File: config.mk
export PLATFORM = sky130hd
export DESIGN_NAME = hms_monitor
export DESIGN_NICKNAME = d
export VERILOG_FILES = /design/src/verilog/hms_pkg.sv /design/src/verilog/hms_apb.sv /design/src/verilog/hms_classify.sv /design/src/verilog/hms_monitor.sv
export SDC_FILE = /design/constraint.sdc
export NUM_CORES = 1
export LEC_CHECK = 0
export ABC_AREA = 1
export BUFFER_PORTS_ARGS = -buffer_cell sky130_fd_sc_hd__buf_2
export CAP_MARGIN = 20
export CELL_PAD_IN_SITES_DETAIL_PLACEMENT = 0
export CELL_PAD_IN_SITES_GLOBAL_PLACEMENT = 1
export CORE_UTILIZATION = 43
export CTS_BUF_LIST = sky130_fd_sc_hd__clkbuf_8
export CTS_CLUSTER_SIZE = 8
export DETAILED_ROUTE_END_ITERATION = 8
export PLACE_DENSITY_LB_ADDON = 0.1
export SYNTH_ARGS = -nofsm -noshare
export SYNTH_HDL_FRONTEND = slang
export SYNTH_SLANG_ARGS = --single-unit
File: constraint.sdc
create_clock -name SYS_CLK -period 4.5 [get_ports SYS_CLK]
set_input_delay 0.675 -clock SYS_CLK [delete_from_list [all_inputs] [get_ports SYS_CLK]]
set_output_delay 0.675 -clock SYS_CLK [all_outputs]
set_load 0.02 [all_outputs]
File: src/verilog/hms_pkg.sv
/*
  Shared constants and carriers for the host monitor command interpreter.
  Assumes a byte-wide received-character strobe from a serial receiver
  and a byte-wide transmit path with a ready handshake.
*/
package hms_pkg;

  // Command codes and character classes
  localparam logic [7:0] CMD_LITERAL = 8'h00;
  localparam logic [7:0] CMD_XMIT = 8'h02;
  localparam logic [7:0] CMD_START = 8'h12;
  localparam logic [7:0] CMD_STOP = 8'h13;
  localparam logic [7:0] CMD_STATUS = 8'h14;
  localparam logic [7:0] CMD_ESCAPE = 8'h15;
  localparam logic [7:0] CMD_LIMIT = 8'h20;
  localparam logic [7:0] CHR_SLASH = 8'h2F;
  localparam logic [7:0] CHR_BSLASH = 8'h5C;
  localparam logic [7:0] ECHO_STEP = 8'h01;

  // Status values and escape sub-function
  localparam logic [15:0] STAT_STOPPED = 16'h0000;
  localparam logic [15:0] STAT_RUNNING = 16'h0001;
  localparam logic [15:0] STAT_BREAK = 16'h0002;
  localparam logic [15:0] ESC_RESET = 16'h0001;
  localparam int BYTE_W = 8;

  // APB register byte offsets
  localparam logic [7:0] REG_DATA = 8'h00;
  localparam logic [7:0] REG_FLAGS = 8'h04;
  localparam logic [7:0] REG_CTRL = 8'h08;
  localparam logic [7:0] REG_LAST = 8'h0C;

  // Flag bit positions in the flag register
  localparam int FLG_LIT = 0;
  localparam int FLG_BRK = 1;
  localparam int FLG_RUN = 2;
  localparam int FLG_MAP = 3;
  localparam int FLG_ECHO = 4;
  localparam int FLG_DIAG = 7;

  // Control register bits (write-one actions)
  localparam int CTL_BREAK = 0;
  localparam int CTL_STOP = 1;

  typedef enum logic [1:0] {
    HMS_ECHO = 2'b00,
    HMS_NORMAL = 2'b01,
    HMS_DIAG = 2'b10
  } hms_mode_t;

  typedef struct packed {
    logic psel;
    logic penable;
    logic pwrite;
    logic [7:0] paddr;
    logic [31:0] pwdata;
  } hms_apb_req_t;

  typedef struct packed {
    logic valid;
    logic [7:0] data;
  } hms_byte_t;

endpackage
File: src/verilog/hms_apb.sv
/*
  APB slave decode for the monitor registers.
  Assumes an APB master; answers with zero wait states, pslverr on
  unmapped offsets.
*/
`timescale 1ns/10ps
module hms_apb (
  input wire hms_pkg::hms_apb_req_t req, // APB request bundle
  input wire logic [31:0] data_val, // Monitor data register
  input wire logic [7:0] flags_val, // Flag register view
  input wire logic [7:0] last_val, // Last received character
  output logic [31:0] prdata, // Read data
  output logic pslverr, // Unmapped access
  output logic wr_data, // Write to data register
  output logic wr_ctrl // Write to control register
);

  // Decode; no wait states so pready is always high at the top
  always_comb begin
    prdata = 32'h0000_0000;
    pslverr = 1'b0;
    wr_data = 1'b0;
    wr_ctrl = 1'b0;
    case (req.paddr)
      hms_pkg::REG_DATA: begin
        prdata = data_val;
        wr_data = req.psel && req.penable && req.pwrite;
      end
      hms_pkg::REG_FLAGS: begin
        prdata = {24'h0000_00, flags_val};
      end
      hms_pkg::REG_CTRL: begin
        wr_ctrl = req.psel && req.penable && req.pwrite;
      end
      hms_pkg::REG_LAST: begin
        prdata = {24'h0000_00, last_val};
      end
      default: begin
        pslverr = req.psel && req.penable;
      end
    endcase
  end

endmodule

File: src/verilog/hms_classify.sv
/*
  Character classifier for the monitor.
  Assumes a byte and the literal-next flag are valid in the same cycle.
*/
`timescale 1ns/10ps
module hms_classify (
  input wire logic [7:0] ch, // Received character
  input wire logic lit_flag, // Literal-next flag
  output logic is_cmd, // Character is a command
  output logic is_slash, // Forward slash
  output logic is_bslash // Backslash
);

  // Commands are low codes unless literal-next forces data
  always_comb begin
    is_cmd = (ch < hms_pkg::CMD_LIMIT) && !lit_flag;
    is_slash = (ch == hms_pkg::CHR_SLASH);
    is_bslash = (ch == hms_pkg::CHR_BSLASH);
  end

endmodule

File: src/verilog/hms_monitor.sv
/*
  Host monitor command interpreter: echo start-up mode, command and data
  decode, status query, extended escape with reset request, ring
  indicator. Assumes a serial receiver hands one byte per strobe and a
  transmitter takes one byte when TX_READY is high.
*/
// The implementer's own choices: the APB register port and the register addresses.
`timescale 1ns/10ps

// Behaviour
// - Breakpoint halt reports status value two
// - Ring indicator follows the running flag
// - Code 0x15 is extended command
// - Escape with low word one resets
// - Reset starts echo, increments and returns
// - Echo mode shows character on LEDs
// - Echo ends only on slash characters
// - Backslash: user map, normal processing
// - Slash: commands with diagnostic flag set
// - Receive strobe drives non-maskable interrupt
// - Status 0x14 reports stopped or running
// - Below 32 is command unless literal-next
// - Data bytes shift into data register
module hms_monitor (
  input wire logic SYS_CLK, // 20 MHz clock
  input wire logic ARST_N, // Async reset, active low
  input wire logic RX_VALID, // Received byte strobe
  input wire logic [7:0] RX_DATA, // Received byte
  input wire logic TX_READY, // Transmitter can accept
  output logic TX_VALID, // Byte to send
  output logic [7:0] TX_DATA, // Byte to send data
  output logic [7:0] LED_PORT, // General-purpose port 1 LEDs
  output logic RING_IND, // Ring-indicator modem status
  output logic NMI_REQ, // Non-maskable interrupt request
  output logic RESET_REQ, // Processor reset request pulse
  output logic USER_MAP, // Memory map is user layout
  input wire logic PSEL, // APB select
  input wire logic PENABLE, // APB enable
  input wire logic PWRITE, // APB direction
  input wire logic [7:0] PADDR, // APB byte address
  input wire logic [31:0] PWDATA, // APB write data
  output logic [31:0] PRDATA, // APB read data
  output logic PREADY, // APB ready
  output logic PSLVERR // APB error
);

  typedef struct packed {
    hms_pkg::hms_mode_t mode;
    logic [31:0] data;
    logic lit;
    logic run;
    logic brk;
    logic umap;
    logic diag;
    logic rst;
    logic tx_valid;
    logic [7:0] tx_data;
    logic [7:0] led;
    logic [7:0] last;
  } hms_state_t;

  hms_state_t s_q;
  hms_state_t s_d;
  hms_pkg::hms_apb_req_t apb_req;
  logic is_cmd;
  logic is_slash;
  logic is_bslash;
  logic wr_data;
  logic wr_ctrl;
  logic [31:0] rd_data;
  logic apb_err;
  logic [7:0] flags_val;
  logic rx_take;
  logic [15:0] status_val;

  assign apb_req = '{psel: PSEL, penable: PENABLE, pwrite: PWRITE, paddr: PADDR,
                     pwdata: PWDATA};

  // Flag view for software
  always_comb begin
    flags_val = 8'h00;
    flags_val[hms_pkg::FLG_LIT] = s_q.lit;
    flags_val[hms_pkg::FLG_BRK] = s_q.brk;
    flags_val[hms_pkg::FLG_RUN] = s_q.run;
    flags_val[hms_pkg::FLG_MAP] = s_q.umap;
    flags_val[hms_pkg::FLG_ECHO] = (s_q.mode == hms_pkg::HMS_ECHO);
    flags_val[hms_pkg::FLG_DIAG] = s_q.diag;
  end

  hms_classify u_cls (
    .ch(RX_DATA),
    .lit_flag(s_q.lit),
    .is_cmd(is_cmd),
    .is_slash(is_slash),
    .is_bslash(is_bslash)
  );

  hms_apb u_apb (
    .req(apb_req),
    .data_val(s_q.data),
    .flags_val(flags_val),
    .last_val(s_q.last),
    .prdata(rd_data),
    .pslverr(apb_err),
    .wr_data(wr_data),
    .wr_ctrl(wr_ctrl)
  );

  // Character is consumed only once the previous reply has left
  assign rx_take = RX_VALID && !(s_q.tx_valid && !TX_READY);

  always_comb begin
    if (s_q.run) begin
      status_val = hms_pkg::STAT_RUNNING;
    end else if (s_q.brk) begin
      status_val = hms_pkg::STAT_BREAK;
    end else begin
      status_val = hms_pkg::STAT_STOPPED;
    end
  end

  // Next-state logic for the whole interpreter
  always_comb begin
    s_d = s_q;
    s_d.rst = 1'b0;
    if (s_q.tx_valid && TX_READY) begin
      s_d.tx_valid = 1'b0;
    end
    // Software writes from the processor side of the monitor
    if (wr_data) begin
      s_d.data = apb_req.pwdata;
    end
    if (wr_ctrl && apb_req.pwdata[hms_pkg::CTL_BREAK]) begin
      s_d.brk = 1'b1;
      s_d.run = 1'b0;
    end
    if (wr_ctrl && apb_req.pwdata[hms_pkg::CTL_STOP]) begin
      s_d.run = 1'b0;
    end
    // Host traffic takes priority over a same-cycle software write
    if (rx_take) begin
      s_d.last = RX_DATA;
      case (s_q.mode)
        hms_pkg::HMS_ECHO: begin
          s_d.led = RX_DATA;
          if (is_bslash) begin
            s_d.mode = hms_pkg::HMS_NORMAL;
            s_d.umap = 1'b1;
          end else if (is_slash) begin
            s_d.mode = hms_pkg::HMS_DIAG;
            s_d.diag = 1'b1;
          end else begin
            s_d.tx_valid = 1'b1;
            s_d.tx_data = RX_DATA + hms_pkg::ECHO_STEP;
          end
        end
        hms_pkg::HMS_NORMAL, hms_pkg::HMS_DIAG: begin
          if (!is_cmd) begin
            s_d.lit = 1'b0;
            s_d.data = {s_q.data[31-hms_pkg::BYTE_W:0], RX_DATA};
          end else begin
            case (RX_DATA)
              hms_pkg::CMD_LITERAL: begin
                s_d.lit = 1'b1;
              end
              hms_pkg::CMD_XMIT: begin
                s_d.tx_valid = 1'b1;
                s_d.tx_data = s_q.data[7:0];
                s_d.data = {8'h00, s_q.data[31:hms_pkg::BYTE_W]};
              end
              hms_pkg::CMD_START: begin
                s_d.run = 1'b1;
                s_d.brk = 1'b0;
              end
              hms_pkg::CMD_STOP: begin
                s_d.run = 1'b0;
              end
              hms_pkg::CMD_STATUS: begin
                s_d.data = {s_q.data[31:16], status_val};
              end
              hms_pkg::CMD_ESCAPE: begin
                if (s_q.data[15:0] == hms_pkg::ESC_RESET) begin
                  s_d.rst = 1'b1;
                end
              end
              default: begin
                s_d.lit = s_q.lit;
              end
            endcase
          end
        end
        default: begin
          s_d.mode = hms_pkg::HMS_ECHO;
        end
      endcase
    end
  end

  // State register; reset lands in echo mode
  always_ff @(posedge SYS_CLK or negedge ARST_N) begin
    if (!ARST_N) begin
      s_q <= '0;
    end else begin
      s_q <= s_d;
    end
  end

  // Outputs
  assign TX_VALID = s_q.tx_valid;
  assign TX_DATA = s_q.tx_data;
  assign LED_PORT = s_q.led;
  assign RING_IND = s_q.run;
  assign NMI_REQ = RX_VALID;
  assign RESET_REQ = s_q.rst;
  assign USER_MAP = s_q.umap;
  assign PRDATA = rd_data;
  assign PREADY = 1'b1;
  assign PSLVERR = apb_err;

endmodule

# Word level (Yosys, flattened, before mapping)
# Index checks and enable logic that the tools add are counted.
# op_classes
n_addsub	1
mul	0
div	0
magnitude_cmp	1
eq_ne	20
shift	0
n_mux	34
n_bitwise	2
reduce_logical	23
# op_table
operator	n
one-hot mux 32 bit (3 select lines)	1
one-hot mux 32 bit (2 select lines)	1
two-way mux 63 bit	1
two-way mux 35 bit	1
two-way mux 33 bit	1
equality test 8 x 5 -> 1 bit, second input constant	4
two-way mux 32 bit	1
two-way mux 9 bit	3
one-hot mux 9 bit (2 select lines)	1
equality test 16 x 1 -> 1 bit, second input constant	1
equality test 8 x 4 -> 1 bit, second input constant	2
logical NOT 8 bit	2
two-way mux 2 bit	7
two-way mux 1 bit	13
two-way mux 10 bit	1
AND reduction 3 bit	3
adder 8 x 1 -> 8 bit, second input constant	1
equality test 8 x 2 -> 1 bit, second input constant	1
equality test 8 x 3 -> 1 bit, second input constant	1
equality test 8 x 6 -> 1 bit, second input constant	1
equality test 8 x 7 -> 1 bit, second input constant	1
logical AND 1 bit	8
< comparator 8 x 6 -> 1 bit, second input constant	1
two-way mux 8 bit	1
17 further kinds	23
# word_totals
regBits	65
latchBits	0
ramBits	0
rom_bits	0
input_bits	55
out_inout_bits	55
word_cells	94
n_memories	0

# Depth between registers and ports, before layout
# depth
word_depth	10
mapped_depth	11
ltp_nobuf	11

# Hierarchy
# From an unflattened synthesis, not the netlist that was laid out.
# hier_totals
cells_unflattened	747
area_unflattened_um2	4932.2
# modules_own_cells
mod	n_inst	cells_per_inst	area_per_inst_um2	seq_area_each_um2
hms_monitor	1	612	4124.0	1626.6
hms_apb	1	115	728.2	0.0
hms_classify	1	20	80.1	0.0

# Worst setup path after synthesis
# Ideal clock, no wire load.
# synth_timing
path_type	input to output
start	input PADDR[1]
end	output PRDATA[10]
arrival_ps	1770
t_required_ps	3825
setup_slack_ps	2055
stages	7
n_path_buf	2
cell_sequence	nor2_1 > nand3_1 > nor2_4 > inv_1 > buf_2 > buf_2 > nor2_1
# synth_via
elab_chain_len	2
elab_cells_between_ends	4
cone_classes	eq/ne: 2; mux: 1; reduce/logical: 1
# synth_rtl
item	line	text
start, declared	hms_monitor.sv:40	input wire logic [7:0] PADDR,
equality test 8 x 4 -> 1 bit, or another cell as far along	hms_apb.sv:24	case (req.paddr)
one-hot mux 32 bit (3 select lines) (*)	hms_apb.sv:24	
end, declared	hms_monitor.sv:42	output logic [31:0] PRDATA,
# Mark *: on every way between the ends. The rest lies on a longest branch, timed or not.

# Final worst setup path
# layout_timing
start	input PADDR[1]
end	output PRDATA[2]
# The elaborated chain is that of the path after synthesis.

==> out/results.tsv <==
stage	metric	value	unit
global_route	grt_pass1_vias	4260	
clock_network	holdBufCountCts	0	
final_layout	antenna_cells	0	
clock_network	cts_tree	done	
power_and_ir_drop	ir_worst_vdd	0.183	mV
sta	tightest_slew	0.898	ns
sta	period_needed	3.14	ns
global_route	grt_pass1_wl	22.2	mm
global_route	grt_use_met2	0.412	
drt	drt_pass1_iterations	5	
run	maxCapViolations	0	
synthesis	seq_area_frac_synth	0.352	
synthesis	yosys_warnings	0	
floorplan	chipWidth	106	um
clock_network	cts_buffers	9	
sta	hold_violations	0	
worst_setup_path	crit_path_max_incr_delay	0.47	ns
global_route	grt_use_met1	0.358	
outcome	outcome	completed	
sta	slew-limit-headroom	0.401	
synthesis	synth_nets	694	
drt	antenna_left	0	
power_and_ir_drop	powerDensity	483	nW/um2
global_route	grt_max_degree	47	
sta	fin_ws	1.36	ns
drt	wl_per_cell	16.1	um
floorplan	start_util	0.446	
worst_setup_path	cp.buffers_inverters	4	
sta	rsz0062_at_grt	no	
clock_network	clk_pin_slew	0.07	ns
drt	vias_per_cell	5.23	
final_layout	layout-drive-gt1-share	0.274	
clock_network	post-cts-setup-buffers	0	
synthesis	synth_top_area_share	0.352	
worst_setup_path	start_kind	input port	
floorplan	die_h	106	um
placed_design	pre_cts_slack	1.32	ns
floorplan	die-area	11200	um2
worst_setup_path	crit_path_top_delay_cell	inv_1	
sta	hold_slack	0.270	ns
worst_setup_path	worst-r2r-cell-count	7	
power_and_ir_drop	leakage	0.00279	uW
synthesis	ys_top_cells_by_area	dfrtp_1, nand2_1, nor2_1	
clock_network	clock-root-buffer	clkbuf_8	
worst_setup_path	critical_path.top_delay_family	buffers and inverters	
placed_design	gp_congestion	0.892	
sta	slew_violations	0	
sta	timing.fmax	319	MHz
drt	vias	4451	
floorplan	core	10400	um2
synthesis	syn_inst	633	
synthesis	synth-seq-cells	65	
clock_network	clk_latency	0.36	ns
worst_setup_path	path_max_fanout	29	
final_layout	fin_nets	771	
synthesis	synth_area	4620	um2
floorplan	io_pins	110	
sta	final.setup.tns	0	ns
sta	report.final.setup_viol	0	
final_layout	fin_area	5280	um2
placed_design	post-dp-hpwl	10.2	mm
final_layout	area_growth	14.2	%
clock_network	htreeDepth	3	
global_route	antenna_found_initial	0	
worst_hold_path	hold_path.class	in -> async	
worst_setup_path	required	3.83	ns
worst_setup_path	critPathKind	in -> out	
global_route	track_usage	0.257	
synthesis	synth.distinct_cells	37	
drt	drt_wl_total	13.7	mm
synthesis	avgSynthCellArea	7.31	um2
worst_setup_path	crit_path_frequent_cell	buf_2	
clock_network	clk_path_buf_depth	2	
final_layout	final_util	0.509	
drt	drtIter0Drc	272	
global_route	grt_overflow_total	0	
placed_design	placed_area	5050	um2
worst_setup_path	endpoint_kind	output port	
floorplan	num_rows	37	
worst_setup_path	worstSetupPathDepth	8	
drt	drcViolationCount	0	
worst_setup_path	critPathArrivalTime	2.46	ns
sta	period_share	0.697	
synthesis	yosysTopAreaCell	dfrtp_1	
global_route	grt-busiest-layer	met2	
clock_network	cts_resized	0	
clock_network	cts_sinks	65	
worst_setup_path	path_cells	buf_2 > nor2_1 > nand3_1 > nor2_4 > buf_4 > inv_1 > o221ai_1 > buf_2	
sta	fin_skew	0.00570	ns
global_route	use_met3	0.0272	
placed_design	port-buffer-count	108	
[per-stage QoR]
| step | instances | power [uW] |
|---|---|---|
| after CTS | 850 | 2560 |
| final | 851 | 2550 |
| after detailed placement | 834 | 2000 |
| after global routing | 851 | 2730 |
| after global placement | 834 | 1990 |
| after floorplan | 633 | 1780 |
[cell families (layout without fill, tap and decap cells)]
| logic type | count (synthesis) | after routing | synth area share |
|---|---|---|---|
| xor+xnor | 2 | 2 | 0.00379 |
| simple gates | 332 | 332 | 0.348 |
| buf+inv | 127 | 209 | 0.133 |
| compound gates | 100 | 100 | 0.146 |
| other cells | 1 | 1 | 0.000811 |
| flops | 65 | 65 | 0.352 |
| fa+ha+maj | 6 | 6 | 0.0162 |
[final timing paths]
kind	endpoint	slack, ns	from
min in group SYS_CLK	flags_val[7]$_DFFE_PN0P_	0.47	flags_val[7]$_DFFE_PN0P_
max in group asynchronous	s_q[53]$_DFFE_PN0P_	3.56	ARST_N
hold / removal	LED_PORT[3]$_DFFE_PN0P_	0.27	ARST_N
hold reg to reg	flags_val[7]$_DFFE_PN0P_	0.47	flags_val[7]$_DFFE_PN0P_
setup reg to reg	s_q[36]$_DFF_PN0_	1.94	s_q[63]$_DFFE_PN0P_
setup / recovery	PRDATA[2]	1.36	PADDR[1]
[cells in the final DEF, fill, tap and decap left out, types with 11 or more instances in the layout]
master    count
buf_2       108
a22oi_1      14
nor2_1       74
inv_1        72
o21ai_0      29
dfrtp_1      65
nand3b_1     16
nand3_2      18
a21oi_2      17
o211ai_1     11
nand3_1      24
nand2_1     158
nand4_1      18
[flip-flops by register name, summed over array words and instances, names as in the netlist]
name,count
RESET_REQ,1
USER_MAP,1
s_q,42
RING_IND,1
TX_DATA,8
LED_PORT,8
TX_VALID,1
flags_val,3
[Yosys cell counts]
library cell	number
nand2_1	158
nor2_1	74
inv_1	71
dfrtp_1	65
o21ai_0	29
nand3_1	24
buf_4	20
nand3_2	18
nand4_1	18
a21oi_2	17
buf_2	16
nand3b_1	16
a22oi_1	14
o211ai_1	11
nor2_4	8
o21ai_1	8
a21oi_1	7
clkbuf_1	7
ha_1	6
inv_2	6
nand2_2	6
o221ai_1	6
o21ai_2	5
buf_6	3
nor2_2	3
buf_8	2
clkinv_1	2
nor3_1	2
o22ai_1	2
xor2_1	2
a21boi_2	1
and3_1	1
conb_1	1
nand2_4	1
nand3_4	1
nor2b_1	1
or2_2	1
[final cells by class]
type / count / area [um2]
fillers: 1112 / 5090
clock inverters: 7 / 86.3
clock buffers: 9 / 124
repair buffers: 114 / 598
multi-input cells: 441 / 2380
well taps: 136 / 170
inverters: 79 / 297
flip-flops and latches: 65 / 1630
[power breakdown]
group	total [uW]	internal (uW)	switching [uW]
Combinational	994	348	647
Clock	555	307	248
Sequential	1000	805	197
[per-layer routing]
layer	part of all wire	vias up
met4	0.017	0
met1	0.47	2121
met3	0.049	18
met5	0	-
li1	-	2178
met2	0.47	134
[worst register-to-register path: stages (launching register included)]
cell and delay, ns:
dfrtp_1 0.38, inv_1 0.06, ha_1 0.60, nand3_1 0.37, inv_1 0.34, nand2_4 0.33
o21ai_0 0.25, o21ai_0 0.11
No activity file was read; power rests on OpenSTA's default activity.
